<file path="config.mk">
export PLATFORM = sky130hd
export DESIGN_NAME = adcc_top
export DESIGN_NICKNAME = d
export VERILOG_FILES = /design/src/design/adcc_pkg.sv /design/src/design/adcc_top.sv
export SDC_FILE = /design/constraint.sdc
export NUM_CORES = 1
export LEC_CHECK = 0
export BUFFER_PORTS_ARGS = -buffer_cell sky130_fd_sc_hd__buf_2
export CAP_MARGIN = 10
export CELL_PAD_IN_SITES_DETAIL_PLACEMENT = 1
export CELL_PAD_IN_SITES_GLOBAL_PLACEMENT = 1
export CORE_MARGIN = 2
export CORE_UTILIZATION = 45
export CTS_BUF_LIST = sky130_fd_sc_hd__clkbuf_2 sky130_fd_sc_hd__clkbuf_4 sky130_fd_sc_hd__clkbuf_8
export DETAILED_ROUTE_END_ITERATION = 12
export PLACE_DENSITY = 0.93
export SLEW_MARGIN = 10
export SYNTH_ARGS = -nofsm -noshare
export SYNTH_HDL_FRONTEND = slang
export SYNTH_SLANG_ARGS = --single-unit
</file>
<file path="constraint.sdc">
create_clock -name aclk -period 7.8 [get_ports aclk]
set_input_delay 0.78 -clock aclk [delete_from_list [all_inputs] [get_ports aclk]]
set_output_delay 0.78 -clock aclk [all_outputs]
set_load 0.005 [all_outputs]
</file>
<file path="src/design/adcc_pkg.sv">
// constants, types and register map of the converter control slice
// How it works
// RULE_01: thermal sensor enable bit powers sensor
// RULE_02: group select picks event channel group
// RULE_03: action 000 ignores, 001 starts channel 0
// RULE_04: action 110 event flushes then starts
// RULE_05: divider code gives divide by 4..512
// RULE_06: done or compare hit sets flag
// RULE_07: vector ack or write one clears flag
// RULE_08: low byte read latches high byte
// RULE_09: byte latch is ordinary read/write register
// RULE_10: sampling lasts value plus one half periods
// RULE_11: twelve bit calibration, low byte register
// RULE_12: result word read through byte latch
// RULE_13: left adjusted twelve bit placement
// RULE_14: right adjusted, sign nibble when signed
// RULE_15: eight bit mode, sign byte when signed
// RULE_16: software writes reserved bits as zero
// RULE_17: reserved actions behave like no events
// RULE_18: flush aborts conversion, restarts clock
// RULE_19: signed select bit, unsigned after reset
// RULE_20: resolution field selects result format
package adcc_pkg;

	// ------------------------------------------------------------
	// register indices, byte address is four times the index
	// ------------------------------------------------------------
	localparam logic [5:0] IDX_REF_CONTROL  = 6'h02;
	localparam logic [5:0] IDX_EVENT_CTRL   = 6'h03;
	localparam logic [5:0] IDX_CLOCK_DIV    = 6'h04;
	localparam logic [5:0] IDX_INT_FLAG     = 6'h06;
	localparam logic [5:0] IDX_BYTE_LATCH   = 6'h07;
	localparam logic [5:0] IDX_SAMPLING     = 6'h08;
	localparam logic [5:0] IDX_CAL_LOW      = 6'h0C;
	localparam logic [5:0] IDX_CAL_HIGH     = 6'h0D;
	localparam logic [5:0] IDX_RESULT_LOW   = 6'h10;
	localparam logic [5:0] IDX_RESULT_HIGH  = 6'h11;
	localparam logic [5:0] IDX_CONV_CONTROL = 6'h12;

	// ------------------------------------------------------------
	// field positions and codes
	// ------------------------------------------------------------
	localparam int          CTL_ENABLE_BIT  = 0;
	localparam int          CTL_FLUSH_BIT   = 1;
	localparam int          CTL_START_BIT   = 2;
	localparam int          CTL_CMP_BIT     = 3;
	localparam int          CTL_SIGNED_BIT  = 4;
	localparam int          CTL_RES_LSB     = 5;
	localparam logic [2:0]  ACT_NONE        = 3'h0;
	localparam logic [2:0]  ACT_CH0         = 3'h1;
	localparam logic [2:0]  ACT_SWEEP       = 3'h6;
	localparam logic [1:0]  RES_12_RIGHT    = 2'h0;
	localparam logic [1:0]  RES_8_RIGHT     = 2'h2;
	localparam logic [1:0]  RES_12_LEFT     = 2'h3;
	localparam logic [1:0]  RESP_OKAY       = 2'h0;
	localparam logic [1:0]  RESP_SLVERR     = 2'h2;
	localparam logic [7:0]  RESET_BYTE      = 8'h00;

	// ------------------------------------------------------------
	// timing: converter clock half periods spent converting after sampling
	// ------------------------------------------------------------
	localparam logic [4:0]  CONV_HALF_TICKS = 5'd24;

	typedef enum logic [1:0] {SEQ_IDLE, SEQ_SAMPLE, SEQ_CONVERT} adcc_seq_e;

	// signals handed to the analog converter
	typedef struct packed {
		logic        conv_clk;
		logic        sample_phase;
		logic        convert_phase;
		logic        thermal_sensor_enable;
		logic [11:0] calibration_value;
	} adcc_conv_out_s;

	// complete state of the block
	typedef struct packed {
		logic        awready;
		logic        wready;
		logic        bvalid;
		logic [1:0]  bresp;
		logic        arready;
		logic        rvalid;
		logic [31:0] rdata;
		logic [1:0]  rresp;
		logic        aw_held;
		logic [5:0]  aw_idx;
		logic        w_held;
		logic [7:0]  w_data;
		logic        w_lane0;
		logic        thermal_sensor_enable;
		logic [1:0]  event_group_select;
		logic [2:0]  event_action;
		logic [2:0]  divider_code;
		logic        channel0_done_flag;
		logic [7:0]  byte_latch;
		logic [5:0]  sample_length_value;
		logic [7:0]  cal_low;
		logic [3:0]  cal_high;
		logic        enable;
		logic        compare_mode;
		logic        signed_select;
		logic [1:0]  resolution;
		logic        start_pending;
		logic [11:0] conversion_result;
		adcc_seq_e   seq;
		logic [7:0]  div_cnt;
		logic [6:0]  phase_cnt;
		logic        conv_clk;
	} adcc_state_s;

endpackage

</file>
<file path="src/design/adcc_top.sv">
// converter control slice: axi4-lite registers, event trigger, clock divider, sequencer
`timescale 1ns/10ps
module adcc_top
(
	// clock and reset
	input  wire logic                    aclk,
	input  wire logic                    aresetn,
	// axi4-lite write address and data
	input  wire logic                    awvalid,
	output logic                         awready,
	input  wire logic [7:0]              awaddr,
	input  wire logic                    wvalid,
	output logic                         wready,
	input  wire logic [31:0]             wdata,
	input  wire logic [3:0]              wstrb,
	// axi4-lite write response
	output logic                         bvalid,
	input  wire logic                    bready,
	output logic [1:0]                   bresp,
	// axi4-lite read
	input  wire logic                    arvalid,
	output logic                         arready,
	input  wire logic [7:0]              araddr,
	output logic                         rvalid,
	input  wire logic                    rready,
	output logic [31:0]                  rdata,
	output logic [1:0]                   rresp,
	// event routing network, one-cycle pulses
	input  wire logic [3:0]              event_in,
	// interrupt controller acknowledge of the channel 0 vector
	input  wire logic                    vector_ack,
	// analog converter side
	input  wire logic [11:0]             adc_data,
	input  wire logic                    compare_met,
	output adcc_pkg::adcc_conv_out_s     conv_out,
	output logic                         channel0_done_flag
);
	import adcc_pkg::*;

	adcc_state_s s_r;
	adcc_state_s s_nxt;

	// ------------------------------------------------------------
	// helpers
	// ------------------------------------------------------------

	// last count of the half period counter for a divider code
	function automatic logic [7:0] half_last(input logic [2:0] code);
		logic [8:0] len;
		len = 9'd2 << code; // see RULE_05
		half_last = 8'(len - 9'd1);
	endfunction

	// result word as software sees it, high byte in [15:8]
	function automatic logic [15:0] fmt_result(input logic [11:0] res, input logic [1:0] mode, input logic sgn);
		logic [15:0] w;
		w = '0;
		unique case (mode)
			RES_12_LEFT:
				w = {res, 4'h0}; // see RULE_13
			RES_8_RIGHT:
				w = {{8{sgn & res[7]}}, res[7:0]}; // see RULE_15
			default:
				w = {{4{sgn & res[11]}}, res}; // see RULE_14
		endcase
		fmt_result = w;
	endfunction

	// register read view; reserved bits come back as zero
	function automatic logic [7:0] reg_view(input adcc_state_s st, input logic [5:0] idx);
		logic [7:0]  v;
		logic [15:0] w;
		v = RESET_BYTE;
		// a function result cannot be sliced directly, so the word is held first
		w = fmt_result(st.conversion_result, st.resolution, st.signed_select);
		unique case (idx)
			IDX_REF_CONTROL:  v = {7'h00, st.thermal_sensor_enable};
			IDX_EVENT_CTRL:   v = {3'h0, st.event_group_select, st.event_action}; // see RULE_16
			IDX_CLOCK_DIV:    v = {5'h00, st.divider_code};
			IDX_INT_FLAG:     v = {7'h00, st.channel0_done_flag};
			IDX_BYTE_LATCH:   v = st.byte_latch; // see RULE_09
			IDX_SAMPLING:     v = {2'h0, st.sample_length_value};
			IDX_CAL_LOW:      v = st.cal_low;
			IDX_CAL_HIGH:     v = {4'h0, st.cal_high};
			IDX_RESULT_LOW:   v = w[7:0];
			IDX_RESULT_HIGH:  v = st.byte_latch; // see RULE_12
			IDX_CONV_CONTROL: v = {1'b0, st.resolution, st.signed_select, st.compare_mode,
			                       st.start_pending, 1'b0, st.enable};
			default:          v = RESET_BYTE;
		endcase
		reg_view = v;
	endfunction

	function automatic logic idx_mapped(input logic [5:0] idx);
		idx_mapped = idx inside {IDX_REF_CONTROL, IDX_EVENT_CTRL, IDX_CLOCK_DIV, IDX_INT_FLAG,
		                         IDX_BYTE_LATCH, IDX_SAMPLING, IDX_CAL_LOW, IDX_CAL_HIGH,
		                         IDX_RESULT_LOW, IDX_RESULT_HIGH, IDX_CONV_CONTROL};
	endfunction

	// ------------------------------------------------------------
	// next state
	// ------------------------------------------------------------

	// one process computes the whole next state so all effects share one cycle
	always_comb
	begin
		logic        sel_event;
		logic        ev_start;
		logic        ev_flush;
		logic        sw_flush;
		logic        flush;
		logic        half_tick;
		logic        conv_done;
		logic        flag_clear;
		logic        do_write;
		logic [5:0]  r_idx;
		logic [15:0] word;
		sel_event  = 1'b0;
		ev_start   = 1'b0;
		ev_flush   = 1'b0;
		sw_flush   = 1'b0;
		flush      = 1'b0;
		half_tick  = 1'b0;
		conv_done  = 1'b0;
		flag_clear = vector_ack; // see RULE_07
		do_write   = 1'b0;
		r_idx      = araddr[7:2];
		word       = '0;
		s_nxt      = s_r;

		// write response handshake completes
		if (s_r.bvalid && bready)
			s_nxt.bvalid = 1'b0;
		// write address and data may arrive in either order
		if (awvalid && s_r.awready)
		begin
			s_nxt.aw_held = 1'b1;
			s_nxt.aw_idx  = awaddr[7:2];
		end
		if (wvalid && s_r.wready)
		begin
			s_nxt.w_held  = 1'b1;
			s_nxt.w_data  = wdata[7:0];
			s_nxt.w_lane0 = wstrb[0];
		end
		do_write = s_r.aw_held && s_r.w_held && !s_r.bvalid;

		// register write effects, only the low byte lane carries data
		if (do_write)
		begin
			s_nxt.aw_held = 1'b0;
			s_nxt.w_held  = 1'b0;
			s_nxt.bvalid  = 1'b1;
			s_nxt.bresp   = idx_mapped(s_r.aw_idx) ? RESP_OKAY : RESP_SLVERR;
			if (s_r.w_lane0)
			begin
				unique case (s_r.aw_idx)
					IDX_REF_CONTROL:
						s_nxt.thermal_sensor_enable = s_r.w_data[0]; // see RULE_01
					IDX_EVENT_CTRL:
					begin
						s_nxt.event_group_select = s_r.w_data[4:3];
						s_nxt.event_action       = s_r.w_data[2:0];
					end
					IDX_CLOCK_DIV:
						s_nxt.divider_code = s_r.w_data[2:0];
					IDX_INT_FLAG:
						flag_clear = flag_clear | s_r.w_data[0]; // see RULE_07
					IDX_BYTE_LATCH:
						s_nxt.byte_latch = s_r.w_data; // see RULE_09
					IDX_SAMPLING:
						s_nxt.sample_length_value = s_r.w_data[5:0];
					IDX_CAL_LOW:
						s_nxt.cal_low = s_r.w_data; // see RULE_11
					IDX_CAL_HIGH:
						s_nxt.cal_high = s_r.w_data[3:0]; // see RULE_11
					IDX_CONV_CONTROL:
					begin
						s_nxt.enable        = s_r.w_data[CTL_ENABLE_BIT];
						s_nxt.compare_mode  = s_r.w_data[CTL_CMP_BIT];
						s_nxt.signed_select = s_r.w_data[CTL_SIGNED_BIT]; // see RULE_19
						s_nxt.resolution    = s_r.w_data[CTL_RES_LSB +: 2]; // see RULE_20
						sw_flush            = s_r.w_data[CTL_FLUSH_BIT]; // see RULE_18
						if (s_r.w_data[CTL_START_BIT])
							s_nxt.start_pending = 1'b1;
					end
					default:
						s_nxt.bresp = RESP_SLVERR;
				endcase
			end
		end

		// read channel; a low byte read captures the matching high byte
		if (s_r.rvalid && rready)
			s_nxt.rvalid = 1'b0;
		if (arvalid && s_r.arready)
		begin
			s_nxt.rvalid = 1'b1;
			s_nxt.rdata  = {24'h000000, reg_view(s_r, r_idx)};
			s_nxt.rresp  = idx_mapped(r_idx) ? RESP_OKAY : RESP_SLVERR;
			word         = fmt_result(s_r.conversion_result, s_r.resolution, s_r.signed_select);
			if (r_idx == IDX_RESULT_LOW)
				s_nxt.byte_latch = word[15:8]; // see RULE_08
			else if (r_idx == IDX_CAL_LOW)
				s_nxt.byte_latch = {4'h0, s_r.cal_high}; // see RULE_08
		end

		// event trigger: lowest channel of the chosen group drives channel 0
		sel_event = event_in[s_r.event_group_select]; // see RULE_02
		unique case (s_r.event_action)
			ACT_CH0:   ev_start = sel_event; // see RULE_03
			ACT_SWEEP: ev_flush = sel_event; // see RULE_04
			default:   ev_start = 1'b0; // see RULE_17
		endcase
		if (ev_start || ev_flush)
			s_nxt.start_pending = 1'b1;
		flush = sw_flush || ev_flush;

		// converter clock divider, one tick per half period
		if (s_r.enable)
		begin
			if (s_r.div_cnt == half_last(s_r.divider_code)) // see RULE_05
			begin
				s_nxt.div_cnt  = 8'h00;
				s_nxt.conv_clk = ~s_r.conv_clk;
				half_tick      = 1'b1;
			end
			else
				s_nxt.div_cnt = s_r.div_cnt + 8'd1;
		end

		// conversion sequencer
		unique case (s_r.seq)
			SEQ_IDLE:
				if (s_r.enable && s_r.start_pending)
				begin
					s_nxt.seq           = SEQ_SAMPLE;
					s_nxt.phase_cnt     = 7'h00;
					s_nxt.start_pending = ev_start || ev_flush;
				end
			SEQ_SAMPLE:
				if (half_tick)
				begin
					// sampling spans value plus one half periods
					if (s_r.phase_cnt == {1'b0, s_r.sample_length_value}) // see RULE_10
					begin
						s_nxt.seq       = SEQ_CONVERT;
						s_nxt.phase_cnt = 7'h00;
					end
					else
						s_nxt.phase_cnt = s_r.phase_cnt + 7'd1;
				end
			SEQ_CONVERT:
				if (half_tick)
				begin
					if (s_r.phase_cnt == 7'(CONV_HALF_TICKS - 5'd1))
					begin
						s_nxt.seq = SEQ_IDLE;
						conv_done = 1'b1;
					end
					else
						s_nxt.phase_cnt = s_r.phase_cnt + 7'd1;
				end
		endcase
		if (!s_r.enable)
			s_nxt.seq = SEQ_IDLE;

		// capture the result when a conversion completes
		if (conv_done)
			s_nxt.conversion_result = (s_r.resolution == RES_8_RIGHT) ? {4'h0, adc_data[7:0]} : adc_data;

		// flush throws the running conversion away and restarts the clock; pending starts survive
		if (flush) // see RULE_18
		begin
			s_nxt.seq       = SEQ_IDLE;
			s_nxt.div_cnt   = 8'h00;
			s_nxt.conv_clk  = 1'b0;
			s_nxt.phase_cnt = 7'h00;
			conv_done       = 1'b0;
			s_nxt.conversion_result = s_r.conversion_result;
			// a pending start enters sampling with the clock restart, so the event timing is exact
			if (s_r.enable && (s_r.start_pending || s_nxt.start_pending)) // see RULE_04
			begin
				s_nxt.seq           = SEQ_SAMPLE;
				s_nxt.start_pending = 1'b0;
			end
		end

		// done flag: a set in the same cycle as a clear wins
		s_nxt.channel0_done_flag = (s_r.channel0_done_flag & ~flag_clear)
		                         | (conv_done & (~s_r.compare_mode | compare_met)); // see RULE_06

		// ready outputs are registered, so they reflect room for the next cycle
		s_nxt.awready = !s_nxt.aw_held && !s_nxt.bvalid;
		s_nxt.wready  = !s_nxt.w_held && !s_nxt.bvalid;
		s_nxt.arready = !s_nxt.rvalid;
	end

	// ------------------------------------------------------------
	// state register
	// ------------------------------------------------------------

	// synchronous reset clears every field, readies rise one cycle later
	always_ff @(posedge aclk)
	begin
		if (!aresetn)
		begin
			s_r     <= '0;
			s_r.seq <= SEQ_IDLE;
		end
		else
			s_r <= s_nxt;
	end

	// ------------------------------------------------------------
	// outputs, all taken straight from the state register
	// ------------------------------------------------------------
	assign awready = s_r.awready;
	assign wready  = s_r.wready;
	assign bvalid  = s_r.bvalid;
	assign bresp   = s_r.bresp;
	assign arready = s_r.arready;
	assign rvalid  = s_r.rvalid;
	assign rdata   = s_r.rdata;
	assign rresp   = s_r.rresp;

	// converter side: sensor enable and calibration go to the analog macro
	assign conv_out.conv_clk              = s_r.conv_clk;
	assign conv_out.sample_phase          = (s_r.seq == SEQ_SAMPLE);
	assign conv_out.convert_phase         = (s_r.seq == SEQ_CONVERT);
	assign conv_out.thermal_sensor_enable = s_r.thermal_sensor_enable; // see RULE_01
	assign conv_out.calibration_value     = {s_r.cal_high, s_r.cal_low}; // see RULE_11
	assign channel0_done_flag             = s_r.channel0_done_flag;

endmodule

</file>
==> results.cfg <==
[outcome]
status = complete, no violations

[synthesis]
synth_cell_types = 67
synth_edf_count = 0
synthesis.area_um2 = 5801
ys_seq_area_share_pct = 35.89
yosys_warnings = 0
ys_ff_latch = 104
synthArstFlopShare_pct = 0
synth_flop_cell = dfxtp_1
synthCells = 682
avgSynthCellArea_um2 = 8.505

[placed_design]
dpl.hpwl_um = 12190
port_buffers = 77
gp_congestion = 0.8998

[worst_setup_path]
cp_slowest_cell = nor4_4
path_buf_inv = 0
crit_chain = nor2_1 > nand2_1 > ha_1 > nor3b_1 > a21oi_1 > nor4_1 > o311ai_2 > nor4_4 > mux2i_1 > nor2b_1
required_ps = 8080
path_max_fanout = 17
end_kind = register
cp-start-kind = register
arrival_ps = 4090
critPathMaxStageDelay_ps = 1070
crit_family = simple AND/OR/NAND/NOR gates
crit_type = register to register

[die]
dieArea_um2 = 13810
die_h_um = 117.5
rows = 41
num_io_pins = 135
coreArea_um2 = 12620
die_x_um = 117.5
start_util_pct = 45.96

[sta]
rsz0062_at_grt = false
setup_viol = 0
period_needed_ps = 3811
relSlewSlack_pct = 17.87
whs_ps = 506.0
tightest_slew_ps = 1223
post-route-period-util_pct = 48.86
fmax_ghz = 0.2624
slew_viol_final = 0
fin_skew_ps = 11.37
setup_tns_ps = 0
finalHoldViolations = 0

[global_route]
grt_use_total_pct = 24.48
overflow = 0
grt_pass1_vias = 5282
grt_max_degree = 90
grt_pass1_wl_um = 27280
antenna_found_initial = 0

[clock_tree]
cts.hold.buffers_added = 0
worstSkewPairLatency_ps = 390
clkSinkCount = 104
cts_resized = 0
h-tree-depth = 3
cts_tree = built
root_buffer = clkbuf_8
clk_pin_slew_ps = 100
postCtsSetupBuffers = 0
cts_buffers = 9
clock_path_buffers = 2

[pwr]
peakVddDrop_v = 0.0001235
cellPowerDensity_nw_per_um2 = 154.0
p_leak_nw = 2.521

[layout]
final_cell_mix = 104 x dfxtp_1, 77 x buf_2, 70 x nand2_1
multi_input_area_um2 = 3237
fillers = 1597
ff_latch_area_um2 = 2082
fin_nets = 793
area_delta_synth_final_pct = 6.212
drive_gt1_share_pct = 14.55
final_common_cell = dfxtp_1
antenna_cells = 0

[route]
num_vias = 5070
drc = 0
wl_per_cell_um = 18.88
vias_per_cell = 5.716
ant_nets = 0
drt_iter0_drc = 384
wl_um = 16750
firstDrtPassIters = 6

[flow_run]
maxCapViolCount = 0

[hold_path]
hold_path_class = register to register
[routing by layer]
layer,track usage (%),vias up,wire (µm)
li1,-,2394,-
met1,28.84,2458,6861
met2,43.57,180,8541
met3,5.329,38,929
met4,9.111,0,417
met5,0,-,0
[sequential cells by signal, summed over array words and instances (netlist names)]
signal              count
bresp                   1
arready                 1
conv_out               14
s_r                    74
rvalid                  1
rdata                   8
rresp                   1
wready                  1
channel0_done_flag      1
bvalid                  1
awready                 1
[area by class of cell]
type / instances / share of cell area (%)
clock buffers: 11 / 2.356
multi-input cells: 503 / 52.54
flip-flops and latches: 104 / 33.79
repair buffers: 78 / 6.377
inverters: 14 / 0.8530
well taps: 172 / 3.493
clock inverters: 5 / 0.5890
[final timing paths]
path           start       to  slack (ps)  cells past startpoint
max          s_r[64]  s_r[20]        3990                     10
min          s_r[26]  s_r[26]         510                      2
max reg2reg  s_r[64]  s_r[20]        3990                     10
min reg2reg  s_r[26]  s_r[26]         510                      2
[through the flow]
| stage | worst slack [ps] | cell area [µm²] | total power, W | util (%) | instances |
|---|---|---|---|---|---|
| floorplan | 4734 | 5894 | 0.0006144 | - | 707 |
| CTS | 4047 | 6161 | 0.0009549 | 48.82 | 887 |
| global route | 3766 | 6161 | 0.0009847 | 48.82 | 887 |
| finish | 3989 | 6161 | 0.0009488 | 48.82 | 887 |
| global placement | 4312 | 5979 | 0.0006269 | 47.38 | 871 |
| detailed placement | 4072 | 5979 | 0.0006308 | 47.38 | 871 |
[worst min-delay path: stages (launching register included)]
cell	delay (ps)
dfxtp_1	340
nand2b_1	80
a21boi_1	50
[cells by family (layout without fill, tap and decap cells)]
family	Yosys count	in the layout	synth area share (%)
AND/OR/NAND/NOR	249	249	22.63
adder cells (fa/ha/maj)	6	6	1.294
other	1	26	0.06465
AO/OA/AOI/OAI	150	150	17.86
flip-flops	104	104	35.89
XOR/XNOR	19	19	2.869
buffers and inverters	100	108	10.03
multiplexers	53	53	9.362
[report_power, final]
part	switching, W	internal [W]	total, W
registers	0.0000127	0.000540	0.000553
logic	0.0000383	0.0000284	0.0000667
clock network	0.000198	0.000131	0.000329
[synthesized netlist by cell type (14+ instances only)]
| master | n | area [µm²] |
|---|---|---|
| o21ai_0 | 29 | 145.1 |
| a21boi_0 | 18 | 135.1 |
| nand2_1 | 70 | 262.8 |
| mux2i_1 | 52 | 520.5 |
| buf_4 | 50 | 375.4 |
| nor2_1 | 45 | 168.9 |
| dfxtp_1 | 104 | 2082 |
| clkbuf_1 | 31 | 116.4 |
| a21oi_1 | 32 | 160.2 |
| inv_1 | 14 | 52.55 |
| nand3_1 | 23 | 115.1 |
| nor2b_1 | 42 | 262.8 |
No activity file was read; power rests on OpenSTA's default activity.
